[src/core/sfr_pkg.sv]
// Purpose: Shared constants and types of the serial flash read engine.
// Assumes: Link pins are sampled by a much faster system clock.
// Notes:   Opcode values and the array size are plain defaults.
package sfr_pkg;

  localparam int          ADDR_BITS        = 32;
  localparam int          BYTE_BITS        = 8;
  // Highest array byte address; the counter wraps to zero after it.
  localparam logic [31:0] ARRAY_LAST_ADDR  = 32'h00ff_ffff;
  localparam logic [31:0] ADDR_ZERO        = 32'h0000_0000;

  // Opcodes of the seven array-read commands.
  localparam logic [7:0]  OP_BASIC_READ    = 8'h11;
  localparam logic [7:0]  OP_SINGLE_FETCH  = 8'h12;
  localparam logic [7:0]  OP_DUAL_OUTPUT   = 8'h14;
  localparam logic [7:0]  OP_DUAL_IO       = 8'h18;
  localparam logic [7:0]  OP_QUAD_OUTPUT   = 8'h1c;
  localparam logic [7:0]  OP_QUAD_IO       = 8'heb;
  localparam logic [7:0]  OP_QUAD_IO_DTR   = 8'hed;

  // Dummy clocks: fixed default and the four dummy_count_sel settings.
  localparam logic [3:0]  DUMMY_DEFAULT    = 4'ha;
  localparam logic [3:0]  DUMMY_SEL_0      = 4'ha;
  localparam logic [3:0]  DUMMY_SEL_1      = 4'h6;
  localparam logic [3:0]  DUMMY_SEL_2      = 4'h8;
  localparam logic [3:0]  DUMMY_SEL_3      = 4'ha;
  localparam logic [3:0]  DUMMY_NONE       = 4'h0;

  // Register map (byte addresses on the AXI4-Lite port).
  localparam logic [7:0]  REG_CFG_OFS      = 8'h00;
  localparam logic [7:0]  REG_STAT_OFS     = 8'h04;
  localparam logic [7:0]  REG_ADDR_OFS     = 8'h08;
  localparam logic [7:0]  CFG_RESET        = 8'h00;
  localparam int          CFG_FWIRE_BIT    = 0;
  localparam int          CFG_DCS_LO_BIT   = 6;
  localparam int          CFG_DCS_HI_BIT   = 7;
  localparam int          STAT_BUSY_BIT    = 0;
  localparam int          STAT_ACTIVE_BIT  = 1;
  localparam int          STAT_DATA_BIT    = 2;
  localparam logic [1:0]  RESP_OKAY        = 2'h0;
  localparam logic [1:0]  RESP_SLVERR      = 2'h2;

  typedef enum logic [5:0] {
    ST_IDLE  = 6'h01,
    ST_CMD   = 6'h02,
    ST_ADDR  = 6'h04,
    ST_DUMMY = 6'h08,
    ST_DATA  = 6'h10,
    ST_SKIP  = 6'h20
  } sfr_state_t;

endpackage : sfr_pkg

[src/core/sfr_pin_sync.sv]
// Purpose: Two-stage synchronisers and edge detection for the link pins.
// Assumes: The system clock is several times faster than the link clock.
// Notes:   All pins share one delay, so data stays aligned with clock edges.
`timescale 1ns/1ps
module sfr_pin_sync (
  input  wire logic       clk_i,
  input  wire logic       arst_n_i,
  input  wire logic       sclk_i,
  input  wire logic       cs_n_i,
  input  wire logic [3:0] io_i,
  output logic            cs_n_s_o,
  output logic [3:0]      io_s_o,
  output logic            sclk_rise_o,
  output logic            sclk_fall_o
);

  logic [5:0] meta_q;
  logic [5:0] sync_q;
  logic       sclk_last_q;

  // The first stage is read only by the second; idle level of chip select is high.
  always_ff @(posedge clk_i or negedge arst_n_i) begin
    if (!arst_n_i) begin
      meta_q      <= 6'h20;
      sync_q      <= 6'h20;
      sclk_last_q <= 1'b0;
    end else begin
      meta_q      <= {cs_n_i, sclk_i, io_i};
      sync_q      <= meta_q;
      sclk_last_q <= sync_q[4];
    end
  end

  assign cs_n_s_o    = sync_q[5];
  assign io_s_o      = sync_q[3:0];
  assign sclk_rise_o = sync_q[4] & ~sclk_last_q;
  assign sclk_fall_o = ~sync_q[4] & sclk_last_q;

endmodule : sfr_pin_sync

[src/core/sfr_read_engine.sv]
// Purpose: Array-read command engine of a serial NOR flash, device side.
// Assumes: Array data arrives on mem_rdata_i within four clocks of mem_addr_o.
// Notes:   Configuration and status are reached over an AXI4-Lite slave.
//
// Design decisions made here: the AXI4-Lite slave port and the register offsets.
`timescale 1ns/1ps

// Behaviour
// - Sample address rising, drive data falling
// - Any start address is accepted
// - Address counter advances after each byte
// - Counter wraps to zero past array top
// - Basic read: address then data, no dummy
// - Chip select high ends read, stops driving
// - Single fetch waits ten dummy clocks
// - Busy write cycle rejects all but basic
// - Dual output: lane0 address, two-bit data
// - Dual io: address, dummy, data two lanes
// - Quad output: serial address, four-lane data
// - Quad io: address and data four lanes
// - Quad io accepted in four-wire mode
// - Quad dummy count from config bits 6,7
// - Double edge: four bits each edge
// - Double edge phases carry eight bits per clock
// - Double edge opcode: eight or two clocks
// - Busy flag follows internal write cycle
module sfr_read_engine (
  input  wire logic        clk_i,
  input  wire logic        arst_n_i,
  // Link pins.
  input  wire logic        sclk_i,
  input  wire logic        cs_n_i,
  input  wire logic [3:0]  io_i,
  output logic [3:0]       io_o,
  output logic [3:0]       io_oe_o,
  // Array read port and write-cycle state.
  output logic [31:0]      mem_addr_o,
  input  wire logic [7:0]  mem_rdata_i,
  input  wire logic        wr_cycle_run_i,
  output logic             write_busy_flag_o,
  // AXI4-Lite slave.
  input  wire logic [7:0]  s_axi_awaddr,
  input  wire logic        s_axi_awvalid,
  output logic             s_axi_awready,
  input  wire logic [31:0] s_axi_wdata,
  input  wire logic [3:0]  s_axi_wstrb,
  input  wire logic        s_axi_wvalid,
  output logic             s_axi_wready,
  output logic [1:0]       s_axi_bresp,
  output logic             s_axi_bvalid,
  input  wire logic        s_axi_bready,
  input  wire logic [7:0]  s_axi_araddr,
  input  wire logic        s_axi_arvalid,
  output logic             s_axi_arready,
  output logic [31:0]      s_axi_rdata,
  output logic [1:0]       s_axi_rresp,
  output logic             s_axi_rvalid,
  input  wire logic        s_axi_rready
);

  function automatic logic [31:0] shift_in(input logic [31:0] v, input logic [3:0] io,
                                           input logic [2:0] lanes);
    logic [31:0] r;
    r = {v[27:0], io};
    if (lanes == 3'd1) begin
      r = {v[30:0], io[0]};
    end else if (lanes == 3'd2) begin
      r = {v[29:0], io[1:0]};
    end
    return r;
  endfunction : shift_in

  function automatic logic [31:0] next_addr(input logic [31:0] a);
    return (a >= sfr_pkg::ARRAY_LAST_ADDR) ? sfr_pkg::ADDR_ZERO : a + 32'h0000_0001;
  endfunction : next_addr

  logic             cs_n_s;
  logic [3:0]       io_s;
  logic             sclk_rise;
  logic             sclk_fall;
  sfr_pkg::sfr_state_t state_q;
  logic [7:0]       cmd_q;
  logic [31:0]      addr_q;
  logic [5:0]       cnt_q;
  logic [2:0]       lanes_in_q;
  logic [2:0]       lanes_out_q;
  logic             dtr_q;
  logic [3:0]       dummy_q;
  logic [7:0]       sh_q;
  logic [3:0]       obit_q;
  logic [3:0]       io_out_q;
  logic [3:0]       io_oe_q;
  logic             busy_q;
  logic [7:0]       cfg_q;
  logic [7:0]       cmd_d;
  logic [2:0]       cmd_lanes;
  logic             dec_ok;
  logic [2:0]       dec_ain;
  logic [2:0]       dec_aout;
  logic             dec_dtr;
  logic [3:0]       dec_dummy;
  logic [3:0]       quad_dummy;
  logic             in_edge;
  logic             out_edge;
  logic [7:0]       src_byte;
  logic [3:0]       obits_left;

  sfr_pin_sync u_sync (
    .clk_i       (clk_i),
    .arst_n_i    (arst_n_i),
    .sclk_i      (sclk_i),
    .cs_n_i      (cs_n_i),
    .io_i        (io_i),
    .cs_n_s_o    (cs_n_s),
    .io_s_o      (io_s),
    .sclk_rise_o (sclk_rise),
    .sclk_fall_o (sclk_fall)
  );

  // Four-wire mode takes the opcode on all lanes in two clocks; otherwise lane 0 only.
  assign cmd_lanes  = cfg_q[sfr_pkg::CFG_FWIRE_BIT] ? 3'd4 : 3'd1;
  assign cmd_d      = (cmd_lanes == 3'd4) ? {cmd_q[3:0], io_s} : {cmd_q[6:0], io_s[0]};
  assign in_edge    = sclk_rise | (dtr_q & sclk_fall);
  assign out_edge   = sclk_fall | (dtr_q & sclk_rise);

  always_comb begin
    unique case ({cfg_q[sfr_pkg::CFG_DCS_HI_BIT], cfg_q[sfr_pkg::CFG_DCS_LO_BIT]})
      2'b00:   quad_dummy = sfr_pkg::DUMMY_SEL_0;
      2'b01:   quad_dummy = sfr_pkg::DUMMY_SEL_1;
      2'b10:   quad_dummy = sfr_pkg::DUMMY_SEL_2;
      2'b11:   quad_dummy = sfr_pkg::DUMMY_SEL_3;
    endcase
  end

  always_comb begin
    dec_ok    = 1'b1;
    dec_ain   = 3'd1;
    dec_aout  = 3'd1;
    dec_dtr   = 1'b0;
    dec_dummy = sfr_pkg::DUMMY_DEFAULT;
    unique case (cmd_d)
      sfr_pkg::OP_BASIC_READ:   dec_dummy = sfr_pkg::DUMMY_NONE;
      sfr_pkg::OP_SINGLE_FETCH: dec_dummy = sfr_pkg::DUMMY_DEFAULT;
      sfr_pkg::OP_DUAL_OUTPUT:  dec_aout = 3'd2;
      sfr_pkg::OP_DUAL_IO: begin
        dec_ain  = 3'd2;
        dec_aout = 3'd2;
      end
      sfr_pkg::OP_QUAD_OUTPUT: begin
        dec_aout  = 3'd4;
        dec_dummy = quad_dummy;
      end
      sfr_pkg::OP_QUAD_IO: begin
        dec_ain   = 3'd4;
        dec_aout  = 3'd4;
        dec_dummy = quad_dummy;
      end
      sfr_pkg::OP_QUAD_IO_DTR: begin
        dec_ain   = 3'd4;
        dec_aout  = 3'd4;
        dec_dtr   = 1'b1;
        dec_dummy = quad_dummy;
      end
      default: dec_ok = 1'b0;
    endcase
    // Only the four-lane-address reads, quad io and quad io dtr, exist in four-wire mode.
    if (cfg_q[sfr_pkg::CFG_FWIRE_BIT] && !dec_ain[2]) begin
      dec_ok = 1'b0;
    end
    if (busy_q && cmd_d != sfr_pkg::OP_BASIC_READ) begin
      dec_ok = 1'b0;
    end
  end

  always_ff @(posedge clk_i or negedge arst_n_i) begin
    if (!arst_n_i) begin
      busy_q <= 1'b0;
    end else begin
      busy_q <= wr_cycle_run_i;
    end
  end

  // Link sequencer: command, address, dummy, data.
  always_ff @(posedge clk_i or negedge arst_n_i) begin
    if (!arst_n_i) begin
      state_q     <= sfr_pkg::ST_IDLE;
      cmd_q       <= 8'h00;
      cnt_q       <= 6'h00;
      lanes_in_q  <= 3'd1;
      lanes_out_q <= 3'd1;
      dtr_q       <= 1'b0;
      dummy_q     <= 4'h0;
    end else if (cs_n_s) begin
      state_q <= sfr_pkg::ST_IDLE;
      dtr_q   <= 1'b0;
    end else begin
      unique case (state_q)
        sfr_pkg::ST_IDLE: begin
          state_q <= sfr_pkg::ST_CMD;
          cmd_q   <= 8'h00;
          cnt_q   <= 6'h00;
        end
        sfr_pkg::ST_CMD: begin
          if (sclk_rise) begin
            cmd_q <= cmd_d;
            cnt_q <= cnt_q + {3'b000, cmd_lanes};
            if (cnt_q + {3'b000, cmd_lanes} == 6'(sfr_pkg::BYTE_BITS)) begin
              cnt_q       <= 6'h00;
              lanes_in_q  <= dec_ain;
              lanes_out_q <= dec_aout;
              dtr_q       <= dec_dtr;
              dummy_q     <= dec_dummy;
              // A refused command holds off in ST_SKIP until chip select rises; lanes, dtr and dummy are still loaded.
              state_q     <= dec_ok ? sfr_pkg::ST_ADDR : sfr_pkg::ST_SKIP;
            end
          end
        end
        sfr_pkg::ST_ADDR: begin
          if (in_edge) begin
            cnt_q <= cnt_q + {3'b000, lanes_in_q};
            if (cnt_q + {3'b000, lanes_in_q} == 6'(sfr_pkg::ADDR_BITS)) begin
              cnt_q   <= 6'h00;
              state_q <= (dummy_q == sfr_pkg::DUMMY_NONE) ? sfr_pkg::ST_DATA
                                                         : sfr_pkg::ST_DUMMY;
            end
          end
        end
        sfr_pkg::ST_DUMMY: begin
          // Dummy clocks are counted on rising edges only, also in double-edge mode.
          if (sclk_rise) begin
            cnt_q <= cnt_q + 6'd1;
            if (cnt_q[3:0] + 4'd1 == dummy_q) begin
              state_q <= sfr_pkg::ST_DATA;
            end
          end
        end
        sfr_pkg::ST_DATA: state_q <= sfr_pkg::ST_DATA;
        sfr_pkg::ST_SKIP: state_q <= sfr_pkg::ST_SKIP;
      endcase
    end
  end

  // Address counter doubles as the array read address.
  always_ff @(posedge clk_i or negedge arst_n_i) begin
    if (!arst_n_i) begin
      addr_q <= sfr_pkg::ADDR_ZERO;
    end else if (!cs_n_s && state_q == sfr_pkg::ST_ADDR && in_edge) begin
      addr_q <= shift_in(addr_q, io_s, lanes_in_q);
    end else if (!cs_n_s && state_q == sfr_pkg::ST_DATA && out_edge && obit_q == 4'h0) begin
      addr_q <= next_addr(addr_q);
    end
  end

  assign mem_addr_o = addr_q;
  assign src_byte   = (obit_q == 4'h0) ? mem_rdata_i : sh_q;
  assign obits_left = ((obit_q == 4'h0) ? 4'd8 : obit_q) - {1'b0, lanes_out_q};

  // Output shifter: each byte leaves msb first, lane1 holds the higher bit of a pair.
  always_ff @(posedge clk_i or negedge arst_n_i) begin
    if (!arst_n_i) begin
      sh_q     <= 8'h00;
      obit_q   <= 4'h0;
      io_out_q <= 4'h0;
      io_oe_q  <= 4'h0;
    end else if (cs_n_s || state_q != sfr_pkg::ST_DATA) begin
      obit_q  <= 4'h0;
      io_oe_q <= 4'h0;
    end else if (out_edge) begin
      obit_q <= obits_left;
      unique case (lanes_out_q)
        3'd1: begin
          io_out_q <= {2'b00, src_byte[7], 1'b0};
          io_oe_q  <= 4'b0010;
          sh_q     <= {src_byte[6:0], 1'b0};
        end
        3'd2: begin
          io_out_q <= {2'b00, src_byte[7:6]};
          io_oe_q  <= 4'b0011;
          sh_q     <= {src_byte[5:0], 2'b00};
        end
        default: begin
          io_out_q <= src_byte[7:4];
          io_oe_q  <= 4'b1111;
          sh_q     <= {src_byte[3:0], 4'h0};
        end
      endcase
    end
  end

  assign io_o              = io_out_q;
  assign io_oe_o           = io_oe_q;
  assign write_busy_flag_o = busy_q;

  // AXI4-Lite slave; write address and data are taken in either order.
  logic        aw_have_q;
  logic        w_have_q;
  logic [7:0]  awaddr_q;
  logic [31:0] wdata_q;
  logic [3:0]  wstrb_q;
  logic        bvalid_q;
  logic [1:0]  bresp_q;
  logic        rvalid_q;
  logic [1:0]  rresp_q;
  logic [31:0] rdata_q;

  assign s_axi_awready = ~aw_have_q & ~bvalid_q;
  assign s_axi_wready  = ~w_have_q & ~bvalid_q;
  assign s_axi_bvalid  = bvalid_q;
  assign s_axi_bresp   = bresp_q;
  assign s_axi_arready = ~rvalid_q;
  assign s_axi_rvalid  = rvalid_q;
  assign s_axi_rresp   = rresp_q;
  assign s_axi_rdata   = rdata_q;

  always_ff @(posedge clk_i or negedge arst_n_i) begin
    if (!arst_n_i) begin
      aw_have_q <= 1'b0;
      w_have_q  <= 1'b0;
      awaddr_q  <= 8'h00;
      wdata_q   <= 32'h0000_0000;
      wstrb_q   <= 4'h0;
      bvalid_q  <= 1'b0;
      bresp_q   <= sfr_pkg::RESP_OKAY;
      cfg_q     <= sfr_pkg::CFG_RESET;
    end else begin
      if (s_axi_awvalid && s_axi_awready) begin
        aw_have_q <= 1'b1;
        awaddr_q  <= s_axi_awaddr;
      end
      if (s_axi_wvalid && s_axi_wready) begin
        w_have_q <= 1'b1;
        wdata_q  <= s_axi_wdata;
        wstrb_q  <= s_axi_wstrb;
      end
      if (aw_have_q && w_have_q) begin
        aw_have_q <= 1'b0;
        w_have_q  <= 1'b0;
        bvalid_q  <= 1'b1;
        bresp_q   <= sfr_pkg::RESP_SLVERR;
        if (awaddr_q == sfr_pkg::REG_CFG_OFS) begin
          bresp_q <= sfr_pkg::RESP_OKAY;
          if (wstrb_q[0]) begin
            cfg_q <= wdata_q[7:0];
          end
        end else if (awaddr_q == sfr_pkg::REG_STAT_OFS || awaddr_q == sfr_pkg::REG_ADDR_OFS) begin
          bresp_q <= sfr_pkg::RESP_OKAY;
        end
      end else if (bvalid_q && s_axi_bready) begin
        bvalid_q <= 1'b0;
      end
    end
  end

  always_ff @(posedge clk_i or negedge arst_n_i) begin
    if (!arst_n_i) begin
      rvalid_q <= 1'b0;
      rresp_q  <= sfr_pkg::RESP_OKAY;
      rdata_q  <= 32'h0000_0000;
    end else if (s_axi_arvalid && s_axi_arready) begin
      rvalid_q <= 1'b1;
      rresp_q  <= sfr_pkg::RESP_OKAY;
      rdata_q  <= 32'h0000_0000;
      unique case (s_axi_araddr)
        sfr_pkg::REG_CFG_OFS:  rdata_q <= {24'h00_0000, cfg_q};
        sfr_pkg::REG_STAT_OFS: begin
          rdata_q[sfr_pkg::STAT_BUSY_BIT]   <= busy_q;
          rdata_q[sfr_pkg::STAT_ACTIVE_BIT] <= (state_q != sfr_pkg::ST_IDLE);
          rdata_q[sfr_pkg::STAT_DATA_BIT]   <= (state_q == sfr_pkg::ST_DATA);
        end
        sfr_pkg::REG_ADDR_OFS: rdata_q <= addr_q;
        default:               rresp_q <= sfr_pkg::RESP_SLVERR;
      endcase
    end else if (rvalid_q && s_axi_rready) begin
      rvalid_q <= 1'b0;
    end
  end

endmodule : sfr_read_engine

[config.mk]
export PLATFORM = sky130hd
export DESIGN_NAME = sfr_read_engine
export DESIGN_NICKNAME = d
export VERILOG_FILES = /design/src/core/sfr_pkg.sv /design/src/core/sfr_pin_sync.sv /design/src/core/sfr_read_engine.sv
export SDC_FILE = /design/constraint.sdc
export NUM_CORES = 1
export LEC_CHECK = 0
export ABC_AREA = 1
export BUFFER_PORTS_ARGS = -buffer_cell sky130_fd_sc_hd__clkbuf_2
export CAP_MARGIN = 5
export CORE_MARGIN = 10
export CORE_UTILIZATION = 51
export DETAILED_ROUTE_END_ITERATION = 8
export GPL_TIMING_DRIVEN = 0
export HOLD_SLACK_MARGIN = 0.1
export PLACE_DENSITY = 0.8
export REMOVE_ABC_BUFFERS = 1
export SYNTH_ARGS = -nofsm -noshare
export SYNTH_HDL_FRONTEND = slang
export SYNTH_SLANG_ARGS = --single-unit
[constraint.sdc]
create_clock -name clk_i -period 2.2 [get_ports clk_i]
set_clock_uncertainty 0.2 [all_clocks]
set_input_delay 0.22 -clock clk_i [delete_from_list [all_inputs] [get_ports clk_i]]
set_output_delay 0.22 -clock clk_i [all_outputs]
set_load 0.01 [all_outputs]
==> summary.txt <==
FLOORPLAN
------------------------------------------------------------------------------------------
Std-Cell Rows                                                                           48
Die Area                                                                       23300 sq um
Vertical extent of the die                                                          153 um
Floorplan Core Area                                                            17200 sq um
Die outline width                                                                   153 um
I/O pin cnt                                                                            156
Initial standard-cell utilization of the core                                        0.520

TIMING
------------------------------------------------------------------------------------------
Clock period minus final worst setup slack                                         2.32 ns
Setup violation total in the final timing report                                        16
Total Neg Setup Slack                                                             -1.34 ns
Slew Limit Fails                                                                         0
Final Worst Setup Slack                                                          -0.120 ns
Max_slew headroom                                                                    0.392
Worst slew pin tran                                                               0.910 ns
Unrepaired setup endpoints after global routing                                        yes
Hold Violations, Final                                                                   0
Share of the cycle needed by the critical path after routing                          1.05
Highest clock rate                                                                 431 MHz

GLOBAL ROUTE
------------------------------------------------------------------------------------------
Maximum number of pins on one net before global-route repair                            88
Wire length of the first global-routing pass                                      43000 um
Antenna violations before repair                                                         0
GRT Resource Usage Total                                                             0.219
Overflow after GRT                                                                       0
GRT Max-Usage Layer                                                                   met2
Global-route track usage on met1                                                     0.284
Met2 usage in global routing                                                         0.346
Grt met3 use                                                                        0.0573
Vias in the first global route                                                        8544

PLACE
------------------------------------------------------------------------------------------
Last weighted congestion value of the routability-driven placer                      0.917
Number of port buffers                                                                 126
Half-perimeter wire length of the detailed placement result                       17100 um

WORST SETUP PATH
------------------------------------------------------------------------------------------
Sort of element at the start of the critical path                                flip-flop
Arrival time worst endpoint                                                        2.43 ns
Startpoint-to-endpoint class of the critical path                             flip-flop to flip-flop
Critical Path Sink                                                            lanes_in_q[2]$_DFFE_PN0P_
Critical path capture point type                                                 flip-flop
Reg2Reg Depth                                                                           10
R2r endpoint                                                                  lanes_in_q[2]$_DFFE_PN0P_
Worst r2r src                                                                 cfg_q[0]$_DFFE_PN0P_
Register-to-register setup slack                                                  -0.12 ns
Crit path required time                                                            2.31 ns
Worst setup path startpoint                                                   cfg_q[0]$_DFFE_PN0P_
Max FO, Critical Path                                                                    5

PWR
------------------------------------------------------------------------------------------
Power spent charging and discharging nets                                          2.08 mW
Combinational power share                                                            0.147
Power density cells                                                            664 nW/um^2
Part of the total power dissipated in the clock network                              0.419
Standby leakage power                                                              5.41 nW
IR drop worst, VDD                                                                0.663 mV
Reg power frac                                                                       0.434
Switching Fraction                                                                   0.274
Internal Dissipation                                                               5.52 mW

CTS
------------------------------------------------------------------------------------------
TritonCTS Buffers                                                                       17
Clock latency at the later pin of the worst-skew pair                              0.43 ns
Number of clock sinks seen by CTS                                                      156
Clock-pin slew of the registers on the worst-case setup and hold paths             0.06 ns
Clock Root Buffer                                                                clkbuf_16
CTS tree                                                                             built
Htree depth                                                                              4
Maximum count of clock buffers along a single path                                       2

FINAL LAYOUT
------------------------------------------------------------------------------------------
Area Growth Syn to Fin                                                               27.9%
Leading cell types in the layout, fill and taps excluded                      nand2_1 (285), dfrtp_1 (141), inv_1 (128)
Fin nets                                                                              1440
Number of fillers in the final layout                                                 1377
Commonest non-fill, non-tap cell in the layout                                     nand2_1
Total area of sequential cells                                                  3920 sq um
Util after Layout                                                                    0.665
Layout cell share with drive strength beyond 1                                       0.242
Ant diodes                                                                               0
Area taken by multi-input logic gates                                           4570 sq um

ROUTING
------------------------------------------------------------------------------------------
Detailed-routing iteration count for the pre-antenna-repair pass                         6
Count of unresolved DRC violations after routing                                         0
DRC marker count from the first detailed-route iteration                               834
Via total after detailed routing                                                      9060
Routed wire length                                                                27300 um
DRT antenna net count                                                                    0
Detail-routed net length per standard cell                                         17.2 um
Vias/cell                                                                             5.70

LOGIC SYNTHESIS
------------------------------------------------------------------------------------------
Flip-flop and latch count after synthesis                                              156
Share of synthesized cell area in full adder, half adder and majority cells         0.0198
Mean instance size in the synthesized netlist                                   7.69 sq um
Post-synth design cell area                                                     8950 sq um
Multiplexer fraction of the synthesized cell area                                   0.0113
Share of the synthesized area in the top cell type                                   0.422
Largest cells by area after synthesis                                         dfrtp_1 (42%), nand2_1 (12%), inv_1 (5.6%)
Share of the yosys chip area belonging to registers                                  0.437
Compound-cell area share of the yosys netlist                                        0.154
Post-Synthesis Cells                                                                  1165
Library cell occupying the most area in the post-synthesis netlist                 dfrtp_1
Post-Synth XOR/XNOR Area                                                            0.0205
Dominant combinational cell family by area after synthesis                    simple AND/OR/NAND/NOR gates
Post-synth cell types                                                                   52
Synth warnings                                                                           0
Fraction of the mapped netlist area in simple logic gates                            0.267

HOLD PATH
------------------------------------------------------------------------------------------
Worst hold-check path type                                                    input port to flip-flop

RUN STATUS
------------------------------------------------------------------------------------------
Violations in the final reports                                               negative setup slack
Result of the run                                                             finished with violations

FLOW RUN
------------------------------------------------------------------------------------------
Max capacitance violation total                                                          0

per-stage QoR:
step | area, sq um | cells | total power, mW | setup WS (ns) | hold WS (ns)
after floorplan | 8710 | 1120 | 3.96 | -0.427 | -0.276
after global placement | 9630 | 1471 | 4.26 | -2.11 | 0.110
after detailed placement | 9720 | 1474 | 4.33 | -0.924 | 0.0747
after CTS | 11000 | 1561 | 7.56 | -0.150 | 0.128
after global routing | 11500 | 1589 | 7.94 | -0.202 | 0.157
final | 11500 | 1589 | 7.60 | -0.120 | 0.124
flip-flops by register name (all words and copies together) (netlist names), 6 cells and up:
signal and count:
state_q 6, u_sync.meta_q 6, wdata_q 8, cnt_q 6, mem_addr_o 32, cfg_q 8
s_axi_rdata 32, awaddr_q 8, u_sync.sync_q 6, sh_q 7, cmd_q 7
worst max-delay path, stage by stage, from the launching register on:
cell and delay (ns):
dfrtp_2 0.46, buf_6 0.15, ha_4 0.29, nand3_1 0.10, nand2_2 0.13, xor2_2 0.19
nand3_2 0.15, inv_4 0.11, nand4_4 0.17, clkinvlp_4 0.18, o21ai_1 0.06
cells in the mapped netlist (all sizes together):
cell type    n
o221ai       4
nand3b       1
o31ai       24
nor4         1
o22ai       28
dfstp        5
nand3       85
nor3        12
nor2       119
a21boi       1
buf         21
inv        148
a211oi       4
xor2        19
o21ai       93
ha          11
o21a         1
a22oi        2
fa           2
a31oi        2
dfrtp      151
nand4       16
clkbuf      25
or2          2
nand2      305
mux2         9
conb         1
xnor2        2
a21oi       42
o211ai      29
power groups by stage:
stage	logic, mW	registers (mW)	clock network [mW]
5_1_grt	1.26	3.33	3.34
3_5_place_dp	0.970	3.36	0
4_1_cts	1.08	3.29	3.19
6_report	1.12	3.30	3.19
3_3_place_gp	0.918	3.35	0
2_1_floorplan	0.635	3.32	0
cell type report:
cell class | instances | area share
multi-input combinational | 821 | 0.399
sequential | 156 | 0.342
timing repair buffer | 207 | 0.127
inverter | 148 | 0.0521
clock buffer | 18 | 0.0383
tap | 225 | 0.0246
clock inverter | 12 | 0.0164
timing repair inverter | 2 | 0.00109
what timing repair did:
item                                    4_1_cts  5_1_grt
hold buffers                                 34        0
gates resized for setup                      37       50
endpoints found under the setup margin       51       55
pin swaps                                    16       20
hold endpoints to repair                    103        0
cloned                                        4        3
buffers inserted                             19       25
routing by layer:
metal	wire (um)	part of all wire	vias up
met5	0	0	-
met3	2670	0.098	90
li1	-	-	4227
met1	11100	0.41	4242
met2	12700	0.47	501
met4	790	0.029	0
how the worst min path moves through the flow:
| stage | cells past startpoint | endpoint | slack [ns] | startpoint |
|---|---|---|---|---|
| after global routing | 0 | u_sync.sync_q[3]$_DFF_PN0_ | 0.16 | u_sync.meta_q[3]$_DFF_PN0_ |
| after global placement | 1 | u_sync.meta_q[5]$_DFF_PN1_ | 0.11 | cs_n_i |
| after floorplan | 0 | aw_have_q$_DFFE_PN0P_ | -0.28 | arst_n_i |
| final | 5 | sh_q[3]$_DFFE_PN0P_ | 0.12 | mem_rdata_i[2] |
| after detailed placement | 1 | state_q[1]$_DFFE_PN0P_ | 0.07 | arst_n_i |
| after CTS | 5 | sh_q[3]$_DFFE_PN0P_ | 0.13 | mem_rdata_i[2] |
kinds of logic after synthesis:
group / after synthesis
muxes: 9
buffers and inverters: 194
and+or+nand+nor: 541
AOI/OAI and AO/OA: 230
adders and majority gates: 13
DFF: 156
other: 1
xor gates and xnor gates: 21
Power figures use the tool's default switching activity.
